<file path="config.mk">
export PLATFORM = sky130hd
export DESIGN_NAME = rsv_rx_check
export DESIGN_NICKNAME = d
export VERILOG_FILES = /design/src/inc/rsv_pkg.sv /design/src/verilog/rsv_sym_dec.sv /design/src/verilog/rsv_rx_check.sv
export SDC_FILE = /design/constraint.sdc
export NUM_CORES = 1
export LEC_CHECK = 0
export ABC_AREA = 1
export BUFFER_PORTS_ARGS = -buffer_cell sky130_fd_sc_hd__buf_2
export CAP_MARGIN = 5
export CORE_MARGIN = 5
export CORE_UTILIZATION = 25
export CTS_CLUSTER_DIAMETER = 80
export DETAILED_ROUTE_END_ITERATION = 16
export PLACE_DENSITY = 0.51
export SLEW_MARGIN = 20
export SYNTH_ARGS = -nofsm -noshare
export SYNTH_HDL_FRONTEND = slang
export SYNTH_SLANG_ARGS = --single-unit
</file>
<file path="constraint.sdc">
create_clock -name i_sys_clk -period 5.98 [get_ports i_sys_clk]
set_input_delay 0.897 -clock i_sys_clk [delete_from_list [all_inputs] [get_ports i_sys_clk]]
set_output_delay 0.897 -clock i_sys_clk [all_outputs]
set_load 0.01 [all_outputs]
</file>
<file path="src/inc/rsv_pkg.sv">
// constants shared by the receive symbol checker
`default_nettype none

package rsv_pkg;

    // ------------------------------------------------------------
    // width modes taken from the mode pins
    // ------------------------------------------------------------
    localparam logic [1:0] RSV_MODE_8 = 2'h0;
    localparam logic [1:0] RSV_MODE_9 = 2'h1;
    localparam logic [1:0] RSV_MODE_10 = 2'h2;

    // ------------------------------------------------------------
    // framing: coded bits per byte and window size
    // ------------------------------------------------------------
    localparam int RSV_WIN_W = 12;
    localparam int RSV_CNT_W = 4;
    localparam logic [3:0] RSV_BYTE_LEN_5B = 4'hA;
    localparam logic [3:0] RSV_BYTE_LEN_6B = 4'hC;
    localparam logic [3:0] RSV_CNT_RST = 4'h0;

    // ------------------------------------------------------------
    // sync patterns after nrzi decoding, first bit leftmost
    // ------------------------------------------------------------
    localparam logic [9:0] RSV_SYNC_5B = 10'h311;
    localparam logic [11:0] RSV_SYNC_6B = 12'hC23;

    // ------------------------------------------------------------
    // 4b/5b control symbols and the command code each stands for
    // ------------------------------------------------------------
    localparam logic [4:0] RSV_SYM_QUIET = 5'h00;
    localparam logic [4:0] RSV_SYM_IDLE = 5'h1F;
    localparam logic [4:0] RSV_SYM_HALT = 5'h04;
    localparam logic [4:0] RSV_SYM_TERM = 5'h0D;
    localparam logic [4:0] RSV_SYM_RESET = 5'h07;
    localparam logic [4:0] RSV_SYM_SET = 5'h19;
    localparam logic [3:0] RSV_CMD_QUIET = 4'hF;
    localparam logic [3:0] RSV_CMD_IDLE = 4'hE;
    localparam logic [3:0] RSV_CMD_HALT = 4'hD;
    localparam logic [3:0] RSV_CMD_TERM = 4'hC;
    localparam logic [3:0] RSV_CMD_RESET = 4'hB;
    localparam logic [3:0] RSV_CMD_SET = 4'hA;

    // ------------------------------------------------------------
    // command output masks per width mode, violation command value
    // ------------------------------------------------------------
    localparam logic [3:0] RSV_CMD_MASK_8 = 4'hF;
    localparam logic [3:0] RSV_CMD_MASK_9 = 4'h7;
    localparam logic [3:0] RSV_CMD_MASK_10 = 4'h3;
    localparam logic [3:0] RSV_CMD_ALL_ONES = 4'hF;

    // ------------------------------------------------------------
    // 5b/6b classes: ones count of a command symbol
    // ------------------------------------------------------------
    localparam logic [2:0] RSV_6B_CMD_ONES = 3'h2;

endpackage : rsv_pkg

`default_nettype wire

</file>
<file path="src/verilog/rsv_sym_dec.sv">
// combinational byte decoder: symbols to data, command and violation
`default_nettype none

module rsv_sym_dec
    import rsv_pkg::*;
(
    input wire logic [1:0] i_mode,
    input wire logic [11:0] i_win,
    output logic o_is_cmd,
    output logic [9:0] o_data,
    output logic [3:0] o_cmd,
    output logic o_viol
);

    // ------------------------------------------------------------
    // symbol lookups, returning {valid, control, value}
    // ------------------------------------------------------------
    function automatic logic [5:0] dec5(input logic [4:0] s);
        logic [5:0] r;
        r = 6'h00;
        case (s)
            5'h1E: r = {2'b10, 4'h0};
            5'h09: r = {2'b10, 4'h1};
            5'h14: r = {2'b10, 4'h2};
            5'h15: r = {2'b10, 4'h3};
            5'h0A: r = {2'b10, 4'h4};
            5'h0B: r = {2'b10, 4'h5};
            5'h0E: r = {2'b10, 4'h6};
            5'h0F: r = {2'b10, 4'h7};
            5'h12: r = {2'b10, 4'h8};
            5'h13: r = {2'b10, 4'h9};
            5'h16: r = {2'b10, 4'hA};
            5'h17: r = {2'b10, 4'hB};
            5'h1A: r = {2'b10, 4'hC};
            5'h1B: r = {2'b10, 4'hD};
            5'h1C: r = {2'b10, 4'hE};
            5'h1D: r = {2'b10, 4'hF};
            RSV_SYM_QUIET: r = {2'b11, RSV_CMD_QUIET};
            RSV_SYM_IDLE: r = {2'b11, RSV_CMD_IDLE};
            RSV_SYM_HALT: r = {2'b11, RSV_CMD_HALT};
            RSV_SYM_TERM: r = {2'b11, RSV_CMD_TERM};
            RSV_SYM_RESET: r = {2'b11, RSV_CMD_RESET};
            RSV_SYM_SET: r = {2'b11, RSV_CMD_SET};
            default: r = 6'h00;
        endcase
        return r;
    endfunction

    // 6b data: odd ones count; command: exactly two ones
    function automatic logic [6:0] dec6(input logic [5:0] s);
        logic [2:0] ones;
        logic [6:0] r;
        ones = 3'(s[0]) + 3'(s[1]) + 3'(s[2]) + 3'(s[3]) + 3'(s[4]) + 3'(s[5]);
        r = 7'h00;
        if (ones[0]) begin
            r = {2'b10, s[4:0]};
        end else if (ones == RSV_6B_CMD_ONES) begin
            r = {2'b11, s[4:0]};
        end
        return r;
    endfunction

    // ------------------------------------------------------------
    // byte assembly from the two symbols of the window
    // ------------------------------------------------------------
    always_comb begin
        logic [5:0] h5;
        logic [5:0] l5;
        logic [6:0] h6;
        logic [6:0] l6;
        logic both_data;
        logic both_cmd;
        logic [3:0] mask;
        h5 = dec5(i_win[9:5]);
        l5 = dec5(i_win[4:0]);
        h6 = dec6(i_win[11:6]);
        l6 = dec6(i_win[5:0]);
        o_data = 10'h000;
        o_cmd = 4'h0;
        mask = RSV_CMD_MASK_8;
        both_data = 1'b0;
        both_cmd = 1'b0;
        if (i_mode == RSV_MODE_8) begin
            both_data = h5[5:4] == 2'b10 && l5[5:4] == 2'b10;
            both_cmd = h5[5:4] == 2'b11 && l5[5:4] == 2'b11 && h5[3:0] == l5[3:0];
            o_data = {2'b00, h5[3:0], l5[3:0]};
            o_cmd = h5[3:0];
        end else begin
            mask = (i_mode == RSV_MODE_9) ? RSV_CMD_MASK_9 : RSV_CMD_MASK_10;
            both_data = h6[6:5] == 2'b10 && l6[6:5] == 2'b10;
            if (i_mode == RSV_MODE_9 && h6[4]) begin
                both_data = 1'b0;
            end
            both_cmd = h6[6:5] == 2'b11 && l6[6:5] == 2'b11 && h6[4:0] == l6[4:0];
            o_data = {h6[4:0], l6[4:0]} & ((i_mode == RSV_MODE_9) ? 10'h1FF : 10'h3FF);
            o_cmd = h6[3:0];
        end
        // two data symbols (top value bit clear in mode 9) or two equal command symbols pass as decoded, anything else flags
        o_viol = !(both_data || both_cmd);
        o_is_cmd = !both_data;
        if (o_viol) begin
            o_cmd = RSV_CMD_ALL_ONES;
        end
        o_cmd = o_cmd & mask;
    end

endmodule // rsv_sym_dec

`default_nettype wire

</file>
<file path="src/verilog/rsv_rx_check.sv">
// receive framing, sync alignment and symbol violation checking
`default_nettype none

module rsv_rx_check
    import rsv_pkg::*;
(
    input wire logic i_sys_clk,
    input wire logic i_reset_n,
    input wire logic i_ser_line,
    input wire logic [1:0] i_mode,
    output logic [9:0] o_data,
    output logic o_data_byte_strobe,
    output logic [3:0] o_cmd,
    output logic o_command_byte_strobe,
    output logic o_symbol_violation_flag,
    output logic o_sync_seen
);

    // ------------------------------------------------------------
    // framing state
    // ------------------------------------------------------------
    typedef enum logic [1:0] {
        RSV_ST_FILL = 2'b01,
        RSV_ST_RUN = 2'b10
    } rsv_state_t;

    // coded bits that make one byte in the given mode
    function automatic logic [3:0] byte_len(input logic [1:0] mode);
        return (mode == RSV_MODE_8) ? RSV_BYTE_LEN_5B : RSV_BYTE_LEN_6B;
    endfunction

    // sync compare over the window for the given mode
    function automatic logic sync_hit(input logic [1:0] mode, input logic [11:0] win);
        if (mode == RSV_MODE_8) begin
            return win[9:0] == RSV_SYNC_5B;
        end
        return win == RSV_SYNC_6B;
    endfunction

    rsv_state_t state_q;
    rsv_state_t state_d;
    logic line_q;
    logic line_d;
    logic [11:0] win_q;
    logic [11:0] win_d;
    logic [3:0] cnt_q;
    logic [3:0] cnt_d;
    logic [9:0] data_q;
    logic [9:0] data_d;
    logic [3:0] cmd_q;
    logic [3:0] cmd_d;
    logic dstb_q;
    logic dstb_d;
    logic cstb_q;
    logic cstb_d;
    logic viol_q;
    logic viol_d;
    logic sync_q;
    logic sync_d;
    logic dec_is_cmd;
    logic [9:0] dec_data;
    logic [3:0] dec_cmd;
    logic dec_viol;

    // ------------------------------------------------------------
    // symbol decoder on the window that includes the newest bit
    // ------------------------------------------------------------
    rsv_sym_dec u_dec (
        .i_mode(i_mode),
        .i_win(win_d),
        .o_is_cmd(dec_is_cmd),
        .o_data(dec_data),
        .o_cmd(dec_cmd),
        .o_viol(dec_viol)
    );

    // ------------------------------------------------------------
    // next-state: nrzi decode, shift, count, sync and byte output
    // ------------------------------------------------------------
    always_comb begin
        logic [3:0] last;
        logic hit;
        logic byte_done;
        last = byte_len(i_mode) - 4'h1;
        // transition on the line is a one, steady line a zero
        line_d = i_ser_line;
        win_d = {win_q[10:0], i_ser_line ^ line_q};
        hit = sync_hit(i_mode, win_d);
        state_d = state_q;
        cnt_d = cnt_q + 4'h1;
        sync_d = sync_q;
        byte_done = 1'b0;
        data_d = data_q;
        cmd_d = cmd_q;
        dstb_d = 1'b0;
        cstb_d = 1'b0;
        viol_d = 1'b0;
        case (state_q)
            RSV_ST_FILL: begin
                // window not yet full of line bits since reset
                if (cnt_q >= last || hit) begin
                    state_d = RSV_ST_RUN;
                    cnt_d = RSV_CNT_RST;
                end
                if (hit) begin
                    sync_d = 1'b1;
                end
            end
            RSV_ST_RUN: begin
                if (hit) begin
                    // any match, false or genuine, sets the boundary here
                    cnt_d = RSV_CNT_RST;
                    sync_d = 1'b1;
                end else if (cnt_q >= last) begin
                    cnt_d = RSV_CNT_RST;
                    byte_done = 1'b1;
                end
            end
            default: begin
                state_d = RSV_ST_FILL;
                cnt_d = RSV_CNT_RST;
            end
        endcase
        // strobes, violation flag and the data or command pins update together on the byte edge
        if (byte_done) begin
            // data and command pins each hold until a byte of their own kind
            if (dec_is_cmd) begin
                cmd_d = dec_cmd;
            end else begin
                data_d = dec_data;
            end
            dstb_d = !dec_is_cmd;
            cstb_d = dec_is_cmd;
            viol_d = dec_viol;
        end
    end

    // ------------------------------------------------------------
    // state registers
    // ------------------------------------------------------------
    always_ff @(posedge i_sys_clk or negedge i_reset_n) begin
        if (!i_reset_n) begin
            state_q <= RSV_ST_FILL;
            line_q <= 1'b0;
            win_q <= 12'h000;
            cnt_q <= RSV_CNT_RST;
            data_q <= 10'h000;
            cmd_q <= 4'h0;
            dstb_q <= 1'b0;
            cstb_q <= 1'b0;
            viol_q <= 1'b0;
            sync_q <= 1'b0;
        end else begin
            state_q <= state_d;
            line_q <= line_d;
            win_q <= win_d;
            cnt_q <= cnt_d;
            data_q <= data_d;
            cmd_q <= cmd_d;
            dstb_q <= dstb_d;
            cstb_q <= cstb_d;
            viol_q <= viol_d;
            sync_q <= sync_d;
        end
    end

    // ------------------------------------------------------------
    // outputs straight from flip-flops
    // ------------------------------------------------------------
    assign o_data = data_q;
    assign o_data_byte_strobe = dstb_q;
    assign o_cmd = cmd_q;
    assign o_command_byte_strobe = cstb_q;
    assign o_symbol_violation_flag = viol_q;
    assign o_sync_seen = sync_q;

endmodule // rsv_rx_check

`default_nettype wire

</file>
# [After elaboration in Yosys (flattened, before gate mapping)]
# Memories as Yosys holds them, arrays and structs flattened.
# Cells that the tools add are included.
[op_classes] reduce_logical=17 mux=29 order_cmp=1 eq_ne=18 bitwise_logic=5 addsub=12
[op_table] cell="7-bit two-way mux" count=4
[op_table] cell="4-bit two-way mux" count=6
[op_table] cell="10-bit two-way mux" count=2
[op_table] cell="3-bit by 1-bit adder with 3-bit output" count=6
[op_table] cell="2-bit == test (second input constant)" count=9
[op_table] cell="12-bit == test (second input constant)" count=1
[op_table] cell="1-bit two-way mux" count=12
[op_table] cell="10-bit bitwise AND" count=1
[op_table] cell="10-bit == test (second input constant)" count=1
[op_table] cell="4-bit case mux with 2 select lines" count=1
[op_table] cell="2-bit AND reduction" count=4
[op_table] cell="1-bit logical AND" count=7
[op_table] cell="2-bit by 1-bit adder with 3-bit output" count=2
[op_table] cell="3-bit by 2-bit == test with 1-bit output (second input constant)" count=2
[op_table] cell="3-bit two-way mux" count=2
[op_table] cell="5-bit == test" count=1
[op_table] cell="1-bit by 1-bit adder with 2-bit output" count=2
[op_table] cell="4-bit by 1-bit adder with 4-bit output (second input constant)" count=1
[op_table] cell="4-bit bitwise AND" count=1
[op_table] cell="2-bit by 1-bit == test with 1-bit output (second input constant)" count=2
[op_table] cell="4-bit == test" count=1
[op_table] cell="4-bit greater-or-equal comparator" count=1
[op_table] cell="2-bit case mux with 2 select lines" count=1
[op_table] cell="4-bit by 1-bit subtractor with 4-bit output (second input constant)" count=1
[op_table] cell="other kinds (8)" count=11
[word_totals] rom_bits=384 output_inout_bits=18 register_bits=36 word_cells=94 in_bits=5 n_memories=2
[memory_table] memory="(no name shown)" words=32 width=6 read_ports=1 rd_clocked_by_memory_dff=0 wr=0 line_no="rsv_sym_dec.sv:21" rtl="case (s)"
[memory_table] memory="(no name shown)" words=32 width=6 read_ports=1 rd_clocked_by_memory_dff=0 wr=0 line_no="rsv_sym_dec.sv:21"

# [Longest topological paths before layout]
# Gate-level depths: netlist of run 1.
[logic_depth] ltp_word=16 ltp_mapped=22 depth_no_buf=22

# [By module]
# Synthesis of run 1 repeated with hierarchy kept, for this count alone.
[unflattened] hier_cells=389 area_unflattened_um2=2695.1
[by_module_without_submodules] module="rsv_rx_check" instances=1 seq_area_each_um2=902.1 area_per_inst_um2=1388.8 cells_per_inst=140
[by_module_without_submodules] module="rsv_sym_dec" instances=1 seq_area_each_um2=0.0 area_per_inst_um2=1306.3 cells_per_inst=249

# [Worst setup path after synthesis of run 1]
# OpenSTA, ideal clock, no wires.
[synth_timing] path_kind="register to register" from="register win_q[5]" to="register data_q[1] (netlist: o_data[1])" setup_time_ps=124 stages_incl_launch_ff=18 n_path_buf=0 required_time_ps=5856 arrival_time_ps=3243 synth_period_minus_slack_ps=3367 slack_ps=2613 cell_sequence="dfrtp_1 inv_1 fa_1 fa_1 inv_1 ha_1 inv_1 fa_1 o21ai_2 inv_2 nor2_2 nand2_1 nand4_1 nand2_2 nand2_4 clkinv_2 o211ai_1 nand2_1"
[synth_between] elab_chain_cells=13 word_cells_on_any_way=23 classes_between="5 x add/sub; 5 x eq/ne; 8 x mux; 4 x reduce/logical; 1 x memory"
[synth_lines] item="start: declaration" line_no="rsv_rx_check.sv:44" rtl="logic [11:0] win_q;"
[synth_lines] item="start signal: assignment" line_no="rsv_rx_check.sv:156" rtl="win_q <= win_d;"
[synth_lines] item="1-bit by 1-bit adder with 2-bit output" line_no="rsv_sym_dec.sv:53" rtl="ones = 3'(s[0]) + 3'(s[1]) + 3'(s[2]) + 3'(s[3]) + 3'(s[4]) + 3'(s[5]);"
[synth_lines] item="2-bit by 1-bit adder with 3-bit output" line_no="rsv_sym_dec.sv:53"
[synth_lines] item="3-bit by 1-bit adder with 3-bit output (3 in a row)" line_no="rsv_sym_dec.sv:53"
[synth_lines] item="3-bit by 2-bit == test with 1-bit output" line_no="rsv_sym_dec.sv:57" rtl="end else if (ones == RSV_6B_CMD_ONES) begin"
[synth_lines] item="7-bit two-way mux" line_no="rsv_sym_dec.sv:57"
[synth_lines] item="7-bit two-way mux" line_no="rsv_sym_dec.sv:55" rtl="if (ones[0]) begin"
[synth_lines] item="2-bit == test" line_no="rsv_sym_dec.sv:90" rtl="both_data = h6[6:5] == 2'b10 && l6[6:5] == 2'b10;"
[synth_lines] item="1-bit logical AND" line_no="rsv_sym_dec.sv:90"
[synth_lines] item="1-bit two-way mux" line_no="rsv_sym_dec.sv:91" rtl="if (i_mode == RSV_MODE_9 && h6[4]) begin"
[synth_lines] item="1-bit two-way mux" line_no="rsv_sym_dec.sv:83" rtl="if (i_mode == RSV_MODE_8) begin"
[synth_lines] item="2-bit AND reduction (no line) *"
[synth_lines] item="end signal: assignment" line_no="rsv_rx_check.sv:158" rtl="data_q <= data_d;"
[synth_lines] item="end: declaration" line_no="rsv_rx_check.sv:48" rtl="logic [9:0] data_q;"
# Mark *: on every way between the ends. The rest lies on a longest branch, timed or not. The select of a mux whose other input is x is not followed.
# A chain may end at the register's enable or synchronous reset.

# [Worst setup path after layout of run 1]
[layout_timing] from="register win_q[6]" to="register data_q[1] (netlist: o_data[1])"
# Same word-level chain as after synthesis.

==> impl_metrics.py, run 1 <==
metrics = {
    "synthesis": {
        "synthCells": 368,
        "synth.distinct_cells": 32,
        "yosysSeqAreaShare_pct": 33.93,
        "async_reset_ff_share_pct": 100.0,
        "muxShareOfSynthArea_pct": 0,
        "yosysMostFrequentCell": "nand2_1",
        "synth_edf_count": 0,
        "synth_compound_area_share_pct": 9.459,
        "ys_ff_latch": 36,
        "yosys.area.top_type": "dfrtp_1",
        "synth_nets": 398,
        "yosysWarnings": 0,
        "synth_adder_area_share_pct": 13.46,
        "ys.flop_type": "dfrtp_1",
        "avgSynthCellArea_um2": 7.225,
        "synthSimpleGateAreaFrac_pct": 32.66,
        "synth-xor-area-share_pct": 0.9882,
        "synth_area_um2": 2659,
        "synth.top_cells.by_count": "nand2_1 (123), inv_1 (40), nor2_1 (36), dfrtp_1 (35), nand3_1 (30)",
        "synthDominantCellAreaShare_pct": 32.94,
        "synth_top_family_by_area": "simple AND/OR/NAND/NOR gates",
        "synth_area_leaders": "dfrtp_1 (33%), nand2_1 (17%), ha_1 (8.9%)",
    },
    "sta": {
        "drv_slew": 0,
        "tightest_slew_ps": 831.3,
        "fin_skew_ps": 17.40,
        "setup_ws_ps": 1906,
        "finalHoldViolCount": 0,
        "slew_headroom_pct": 44.58,
        "fin_crit_sh_pct": 68.13,
        "period_needed_ps": 4074,
        "setup_viol": 0,
        "rsz0062_at_grt": "false",
        "tns_ps": 0,
        "max_freq_mhz": 245.5,
    },
    "min_path": {
        "min_path_type": "flip-flop to flip-flop",
        "holdPathStages": 1,
        "min_to": "o_sync_seen",
        "hp-start": "o_sync_seen",
    },
    "global_route": {
        "antenna_found_initial": 0,
        "grt_max_degree": 37,
        "grt.total_usage_pct": 10.89,
        "grt_pass1_wl_um": 11420,
        "grt_pass1_vias": 2298,
        "overflow": 0,
    },
    "cts": {
        "clock_latency_ps": 300,
        "htree_levels": 2,
        "tritoncts": "yes",
        "post_cts_buffers": 0,
        "cts_sinks": 36,
        "cts_root_buf": "clkbuf_8",
        "cts_made_buffers": 5,
        "clockBufferDepth": 2,
        "cts_resized": 0,
        "clk_pin_slew_ps": 90,
        "postCtsHoldBufs": 0,
    },
    "worst_setup_path": {
        "rr_startpoint": "win_q[6]",
        "criticalPathCategory": "flip-flop to flip-flop",
        "path_cells": "inv_2 > fa_1 > fa_1 > inv_1 > ha_1 > inv_1 > fa_1 > o21ai_2 > inv_2 > nor2_2 > nand2_1 > nand4_1 > nand2_2 > nand2_4 > clkinv_2 > o211ai_1 > nand2_1",
        "crit_fanout": 15,
        "cp_slowest_stage_delay_ps": 680,
        "startpoint": "win_q[6]",
        "cp_slowest_cell": "dfrtp_1",
        "r2r_slack_ps": 1910,
        "crit_path_end_kind": "flip-flop",
        "crit_required_ps": 6150,
        "reg2reg_depth": 17,
        "startpoint_type": "flip-flop",
        "r2r_end": "o_data[1]",
        "crit_arrival_ps": 4250,
        "cp_common_cell": "fa_1",
    },
    "routing": {
        "drt_iter0_markers": 148,
        "dr.pass1.iters": 6,
        "antenna_left": 0,
        "vias": 2374,
        "wirelength_um": 6689,
        "avgViaCountPerCell": 4.513,
        "drc_errors": 0,
        "routedWlPerCell_um": 12.72,
    },
    "placement": {
        "post-place-ws_ps": 1918,
        "dp_hpwl_um": 5170,
        "place.gp.congestion": 0.8855,
        "io_buffers": 22,
    },
    "finish": {
        "diodes": 0,
        "fin_util_pct": 28.76,
        "drive_gt1_share_pct": 15.38,
        "nets": 419,
        "synthToLayoutAreaGrowth_pct": 12.19,
        "fillers": 1150,
    },
    "die": {
        "fp.coreArea_um2": 10370,
        "fp.dieW_um": 113.1,
        "die_y_um": 113.1,
        "row_count": 37,
        "dieArea_um2": 12800,
        "ios": 23,
        "initial_core_util_pct": 25.64,
    },
    "run": {
        "maxCapViolCount": 0,
    },
    "power_and_ir_drop": {
        "power_density_nw_per_um2": 269.1,
        "irDropWorstVdd_mv": 0.08830,
        "p_leak_uw": 0.001664,
        "p_total_uw": 802.7,
    },
    "outcome": {
        "status": "finished clean",
    },
}
-- metal layers --
layer	global-route usage, %	part of all wire (%)
met1	15.08	47
met3	2.193	6.0
met4	2.163	0.88
met5	0	0
met2	17.69	46
-- placed cells by master, fill, tap and decap left out, types with 7 or more instances in the layout --
master	instances
inv_1	40
nor2_1	36
clkbuf_8	7
buf_2	22
nand2_1	123
inv_2	11
o21ai_0	8
a21oi_1	9
ha_1	19
nand3_1	30
dfrtp_1	35
-- area by class of cell --
class                   count  area [um2]  area share (%)
inverters                  52       196.4           6.586
clock buffers               8       100.1           3.356
well taps                 136       170.2           5.705
flip-flops and latches     36       902.1           30.24
repair buffers             22       110.1           3.691
multi-input cells         272        1504           50.42
-- how the worst max path moves through the flow --
| stage | to | slack (ps) |
|---|---|---|
| final | o_data[1] | 1910 |
| after global placement | o_data[1] | 1920 |
| after floorplan | o_data[1] | 2610 |
| after CTS | o_data[1] | 1860 |
| after detailed placement | o_data[1] | 1920 |
| after global routing | o_data[1] | 1650 |
-- where the power goes --
part           total [uW]  internal [uW]  switching [uW]
registers             302            270            32.1
logic                 302            104             199
clock network         198            105            92.9
-- worst max-delay path, delay by kind of cell (launching register included) --
kind / cells / cell delay (ps)
buf+inv: 5 / 540
simple gates: 6 / 660
compound gates: 2 / 440
fa+ha+maj: 4 / 1620
flops: 1 / 680
-- flip-flops by register name (all words and copies together) (netlist names) --
name	flops
state_q	2
o_data_byte_strobe	1
win_q	11
o_symbol_violation_flag	1
o_data	10
o_command_byte_strobe	1
cnt_q	4
o_sync_seen	1
o_cmd	4
line_q	1
-- through the flow --
step	std cells	instance area (um2)	hold slack (ps)
floorplan	368	2659	348.7
global placement	518	2883	459.1
detailed placement	518	2883	462.1
CTS	526	2983	482.9
global route	526	2983	499.4
finish	526	2983	471.7
-- cells by family after synthesis --
logic type,Yosys count
AO/OA/AOI/OAI,39
buffers and inverters,60
AND/OR/NAND/NOR,205
XOR/XNOR,3
flip-flops,36
adder cells (fa/ha/maj),25
No activity file was read; power rests on OpenSTA's default activity.
==> run 2: changes to the inputs <==
ABC_AREA = 0   (was 1)
clock period = 4.15 ns   (was 5.98 ns; I/O delays follow)
==> run 2 against run 1 <==
Effect of this change:
- design area down 0.25%
- global-route usage fell by 0.52 points
- power rose by 60%
- clock power grew 28%
- critical endpoint is now o_cmd[3]
- largest cell class unchanged
==> impl_metrics.py, run 2 <==
metrics = {
    "outcome": {
        "status": "finished clean",
    },
    "synthesis": {
        "synth.distinct_cells": 65,
        "synth_area_leaders": "dfrtp_1 (33%), ha_1 (9.0%), fa_1 (4.5%)",
        "yosys.area.top_type": "dfrtp_1",
        "synth-xor-area-share_pct": 3.648,
        "yosysSeqAreaShare_pct": 34.15,
        "synth_adder_area_share_pct": 13.55,
        "synth_nets": 301,
        "synth_area_um2": 2641,
        "synth_edf_count": 0,
        "synth_compound_area_share_pct": 21.55,
        "async_reset_ff_share_pct": 100.0,
        "synthCells": 271,
        "yosysMostFrequentCell": "dfrtp_1",
        "synth.top_cells.by_count": "dfrtp_1 (35), nor2_1 (30), inv_1 (22), ha_1 (19)",
        "ys_ff_latch": 36,
        "synthSimpleGateAreaFrac_pct": 14.68,
        "yosysWarnings": 0,
        "muxShareOfSynthArea_pct": 5.732,
        "ys.flop_type": "dfrtp_1",
        "synth_top_family_by_area": "compound AO/OA/AOI/OAI gates",
        "avgSynthCellArea_um2": 9.746,
        "synthDominantCellAreaShare_pct": 33.16,
    },
    "routing": {
        "antenna_left": 0,
        "drt_iter0_markers": 149,
        "wirelength_um": 6529,
        "dr.pass1.iters": 4,
        "drc_errors": 0,
        "avgViaCountPerCell": 4.681,
        "routedWlPerCell_um": 15.08,
        "vias": 2027,
    },
    "worst_setup_path": {
        "crit_required_ps": 4350,
        "startpoint_type": "flip-flop",
        "crit_arrival_ps": 3970,
        "cp_slowest_stage_delay_ps": 520,
        "cp_slowest_cell": "fa_1",
        "crit_path_end_kind": "flip-flop",
        "path_cells": "inv_1 > fa_1 > fa_1 > inv_1 > ha_1 > inv_1 > fa_1 > nor2b_1 > o21ai_1 > xnor2_1 > o21ai_0 > a21boi_4 > o41ai_4 > o31ai_1",
        "crit_fanout": 7,
        "criticalPathCategory": "flip-flop to flip-flop",
    },
    "sta": {
        "drv_slew": 0,
        "setup_ws_ps": 384.0,
        "max_freq_mhz": 265.5,
        "period_needed_ps": 3766,
        "rsz0062_at_grt": "false",
        "tightest_slew_ps": 861.8,
        "tns_ps": 0,
        "slew_headroom_pct": 42.55,
        "setup_viol": 0,
        "finalHoldViolCount": 0,
        "fin_skew_ps": 2.415,
        "fin_crit_sh_pct": 90.75,
    },
    "cts": {
        "clock_latency_ps": 290,
        "cts_sinks": 36,
        "clk_pin_slew_ps": 80,
        "cts_made_buffers": 5,
        "postCtsHoldBufs": 0,
        "tritoncts": "yes",
        "clockBufferDepth": 2,
        "htree_levels": 2,
        "cts_root_buf": "clkbuf_8",
    },
    "die": {
        "fp.coreArea_um2": 10320,
        "row_count": 37,
        "initial_core_util_pct": 25.58,
        "fp.dieW_um": 112.8,
        "ios": 23,
        "dieArea_um2": 12720,
        "die_y_um": 112.8,
    },
    "finish": {
        "nets": 326,
        "regArea_um2": 902.1,
        "multi_input_area_um2": 1563,
        "final_cell_mix": "dfrtp_1 (35), nor2_1 (30), inv_1 (22), buf_2 (22), ha_1 (19)",
        "largest_reg_flops": 11,
        "synthToLayoutAreaGrowth_pct": 12.65,
        "fin_util_pct": 28.82,
        "diodes": 0,
        "drive_gt1_share_pct": 21.55,
        "fillers": 1087,
        "regMostFlops": "win_q",
        "final_common_cell": "dfrtp_1",
        "design_area_um2": 2975,
    },
    "global_route": {
        "overflow": 0,
        "grt_pass1_wl_um": 10610,
        "antenna_found_initial": 0,
        "grt_max_degree": 37,
        "grt.total_usage_pct": 10.37,
        "grt_pass1_vias": 1995,
    },
    "power_and_ir_drop": {
        "combPwrFrac_pct": 46.1,
        "power_density_nw_per_um2": 431.3,
        "sw_frac_of_total_pct": 41.65,
        "irDropWorstVdd_mv": 0.2137,
        "internal-power_uw": 748.9,
        "switchingPower_uw": 534.5,
        "power_frac_seq_pct": 34.1,
        "p_leak_uw": 0.001409,
        "p_clk_share_pct": 19.8,
    },
    "placement": {
        "io_buffers": 22,
        "place_area_um2": 2888,
        "post-place-ws_ps": 242.4,
        "place.gp.congestion": 0.8127,
        "dp_hpwl_um": 4902,
    },
    "min_path": {
        "min_path_type": "input port to async pin",
    },
    "run": {
        "maxCapViolCount": 0,
    },
}
## run 2: repair_timing
action | CTS | global route
buffers inserted | 0 | 0
endpoints found under the hold margin | 0 | 0
endpoints found under the setup margin | 0 | 4
resized for setup | 0 | 1
## run 2: logic make-up (layout without fill, tap and decap cells)
| family | after synthesis | in the layout |
|---|---|---|
| flip-flops | 36 | 36 |
| buffers and inverters | 35 | 61 |
| AO/OA/AOI/OAI | 74 | 74 |
| adder cells (fa/ha/maj) | 25 | 25 |
| multiplexers | 13 | 13 |
| XOR/XNOR | 11 | 11 |
| AND/OR/NAND/NOR | 77 | 77 |
## run 2: final timing paths
path / from / to / slack (ps) / cells past startpoint
worst max-delay path: win_q[5] / o_cmd[3] / 380 / 14
worst min-delay path: i_reset_n / win_q[2] / 420 / 1
worst max register to register: win_q[5] / o_cmd[3] / 380 / 14
worst min register to register: o_sync_seen / o_sync_seen / 470 / 1
max in group asynchronous: i_reset_n / cnt_q[2] / 3170 / 1
min in group i_sys_clk: i_ser_line / line_q / 460 / 1
## run 2: worst max-delay path: cells and delay by family, from the launching register on
family	cells	cell delay, ps
adder cells (fa/ha/maj)	4	1590
AO/OA/AOI/OAI	5	900
flip-flops	1	470
buffers and inverters	3	290
AND/OR/NAND/NOR	1	260
XOR/XNOR	1	170
## run 2: final cells by class
cell class                      count  share of cell area [%]
Clock buffer                        5                   2.313
Clock inverter                      3                  0.6308
Inverter                           24                   3.028
Multi-Input combinational cell    200                   52.52
Sequential cell                    36                   30.32
Tap cell                          136                   5.719
Timing Repair Buffer               29                   5.467
## run 2: per-layer routing
layer	global-route usage, %	vias to the layer above	wire length (um)
met4	2.564	0	100
li1	-	1004	-
met3	2.353	14	324
met5	0	-	0
met2	16.11	64	2953
met1	14.59	945	3149
## run 2: power by group through the flow
| stage | Sequential (uW) | Clock, uW | Combinational [uW] |
|---|---|---|---|
| 3_3_place_gp | 442 | 0 | 587 |
| 3_5_place_dp | 444 | 0 | 593 |
| 5_1_grt | 445 | 280 | 672 |
| 4_1_cts | 437 | 263 | 597 |
| 6_report | 437 | 254 | 592 |
| 2_1_floorplan | 439 | 0 | 456 |
## run 2: metrics by stage
step                      total power, uW  cells  hold slack, ps
after global routing                 1397    433           447.4
final                                1283    433           422.9
after detailed placement             1037    425           453.7
after global placement               1029    425           459.5
after CTS                            1297    433           450.9
after floorplan                     894.6    271           326.9
==> run 3: changes to the inputs <==
CORE_MARGIN = 8   (was 5)
==> run 3 against run 2 <==
Effect of this change:
- final cell count rose by 0.46%
- first-iteration DRC count fell by 58%
- largest power group unchanged
- sequential cell count did not move
- fmax rose by 0.37%
- die area rose by 11%
- clock power rose by 27%
- register-to-register slack barely moved
- design area rose by 1.3%
- critical path type unchanged
- critical path depth did not move
==> impl_metrics.py, run 3 (synthesis gave the netlist of run 2 again) <==
metrics = {
    "worst_setup_path": {
        "crit_arrival_ps": 3950,
        "startpoint_type": "flip-flop",
        "startpoint": "win_q[8]",
        "crit_fanout": 7,
        "crit_path_end_kind": "flip-flop",
        "crit_required_ps": 4350,
        "criticalPathCategory": "flip-flop to flip-flop",
        "rr_startpoint": "win_q[8]",
    },
    "finish": {
        "final_common_cell": "dfrtp_1",
        "design_area_um2": 3014,
        "regMostFlops": "win_q",
        "largest_reg_flops": 11,
        "diodes": 0,
        "final_cell_mix": "dfrtp_1 (35), nor2_1 (30), inv_1 (22), buf_2 (22), ha_1 (19)",
        "nets": 328,
        "synthToLayoutAreaGrowth_pct": 14.12,
        "drive_gt1_share_pct": 22.07,
    },
    "sta": {
        "slew_headroom_pct": 44.99,
        "setup_ws_ps": 397.8,
        "rsz0062_at_grt": "false",
        "period_needed_ps": 3752,
        "drv_slew": 0,
        "fin_skew_ps": 13.48,
        "holdWs_ps": 413.3,
        "tightest_slew_ps": 825.1,
        "max_freq_mhz": 266.5,
        "tns_ps": 0,
        "setup_viol": 0,
        "fin_crit_sh_pct": 90.42,
        "finalHoldViolCount": 0,
    },
    "placement": {
        "place.gp.congestion": 0.8166,
        "place_area_um2": 2903,
        "io_buffers": 22,
        "dp_hpwl_um": 4955,
        "post-place-ws_ps": 377.5,
    },
    "die": {
        "fp.coreArea_um2": 10280,
        "initial_core_util_pct": 25.70,
        "ios": 23,
        "row_count": 37,
        "fp.dieW_um": 118.8,
        "dieArea_um2": 14110,
        "die_y_um": 118.8,
    },
    "routing": {
        "routedWlPerCell_um": 15.25,
        "antenna_left": 0,
        "drc_errors": 0,
        "wirelength_um": 6632,
        "dr.pass1.iters": 5,
        "avgViaCountPerCell": 4.738,
        "vias": 2061,
        "drt_iter0_markers": 62,
    },
    "cts": {
        "clock_latency_ps": 300,
        "htree_levels": 2,
        "post_cts_buffers": 0,
        "tritoncts": "yes",
        "postCtsHoldBufs": 0,
        "cts_resized": 0,
        "clk_pin_slew_ps": 90,
        "cts_sinks": 36,
        "cts_made_buffers": 5,
        "cts_root_buf": "clkbuf_8",
        "clockBufferDepth": 2,
    },
    "run": {
        "maxCapViolCount": 0,
    },
    "min_path": {
        "min_path_type": "input port to async pin",
    },
    "power_and_ir_drop": {
        "p_total_uw": 1357,
        "p_leak_uw": 0.001425,
        "power_density_nw_per_um2": 450.1,
        "irDropWorstVdd_mv": 0.2192,
    },
    "global_route": {
        "overflow": 0,
        "grt.total_usage_pct": 9.738,
        "grt_pass1_vias": 2168,
        "grt_max_degree": 37,
        "grt_pass1_wl_um": 11300,
        "antenna_found_initial": 0,
    },
    "outcome": {
        "status": "finished clean",
    },
}
[run 3: changes by cell type in the layout (fill, tap and decap cells not counted)]
| cell | before | now |
|---|---|---|
| buf_4 | 7 | 9 |
| clkinv_2 | 2 | 1 |
| o21ai_1 | 2 | 1 |
| bufinv_16 | 0 | 1 |
| o21ai_0 | 15 | 16 |
| clkinvlp_4 | 0 | 1 |
| clkinv_4 | 1 | 0 |
[run 3: report_power, final]
group	leakage, uW	total (uW)	internal [uW]	switching [uW]
clock	0.0000541	323	178	145
combinational	0.000909	601	236	364
sequential	0.000462	434	398	35.8
total	0.00143	1360	812	545
[run 3: layout make-up]
| cell class | instances | area, um2 |
|---|---|---|
| Timing Repair Buffer | 31 | 177.7 |
| Clock buffer | 5 | 68.82 |
| Sequential cell | 36 | 902.1 |
| Multi-Input combinational cell | 200 | 1563 |
| Inverter | 24 | 90.09 |
| Fill cell | 1112 | 7263 |
| Tap cell | 136 | 170.2 |
| Clock inverter | 3 | 42.54 |
[run 3: final timing paths]
path | end | slack (ps) | cells after the start
min in group i_sys_clk | line_q | 450 | 1
setup reg to reg | o_cmd[3] | 400 | 14
max in group asynchronous | o_cmd[3] | 3200 | 1
hold reg to reg | o_sync_seen | 490 | 1
setup / recovery | o_cmd[3] | 400 | 14
hold / removal | win_q[5] | 410 | 1
[run 3: critical path: stages (launching register included)]
cell and delay [ps]:
dfrtp_1 380, inv_1 220, fa_1 480, fa_1 430, inv_1 70, ha_1 130, inv_1 50, fa_1 480
nor2b_1 70, o21ai_0 480, xnor2_1 180, o21ai_0 170, a21boi_4 190, o41ai_4 130, o31ai_1 200
[run 3: metrics by stage]
stage	util, %	instances
after floorplan	-	271
after global placement	28.24	427
after detailed placement	28.24	427
after CTS	29.33	435
after global routing	29.33	435
final	29.33	435
[run 3: routing by layer]
| layer | track usage [%] | share of wire, % | vias to the layer above |
|---|---|---|---|
| met2 | 14.98 | 44 | 45 |
| met4 | 2.530 | 1.1 | 0 |
| met1 | 13.59 | 51 | 1005 |
| li1 | - | - | 1002 |
| met3 | 1.904 | 3.9 | 9 |
| met5 | 0 | 0 | - |
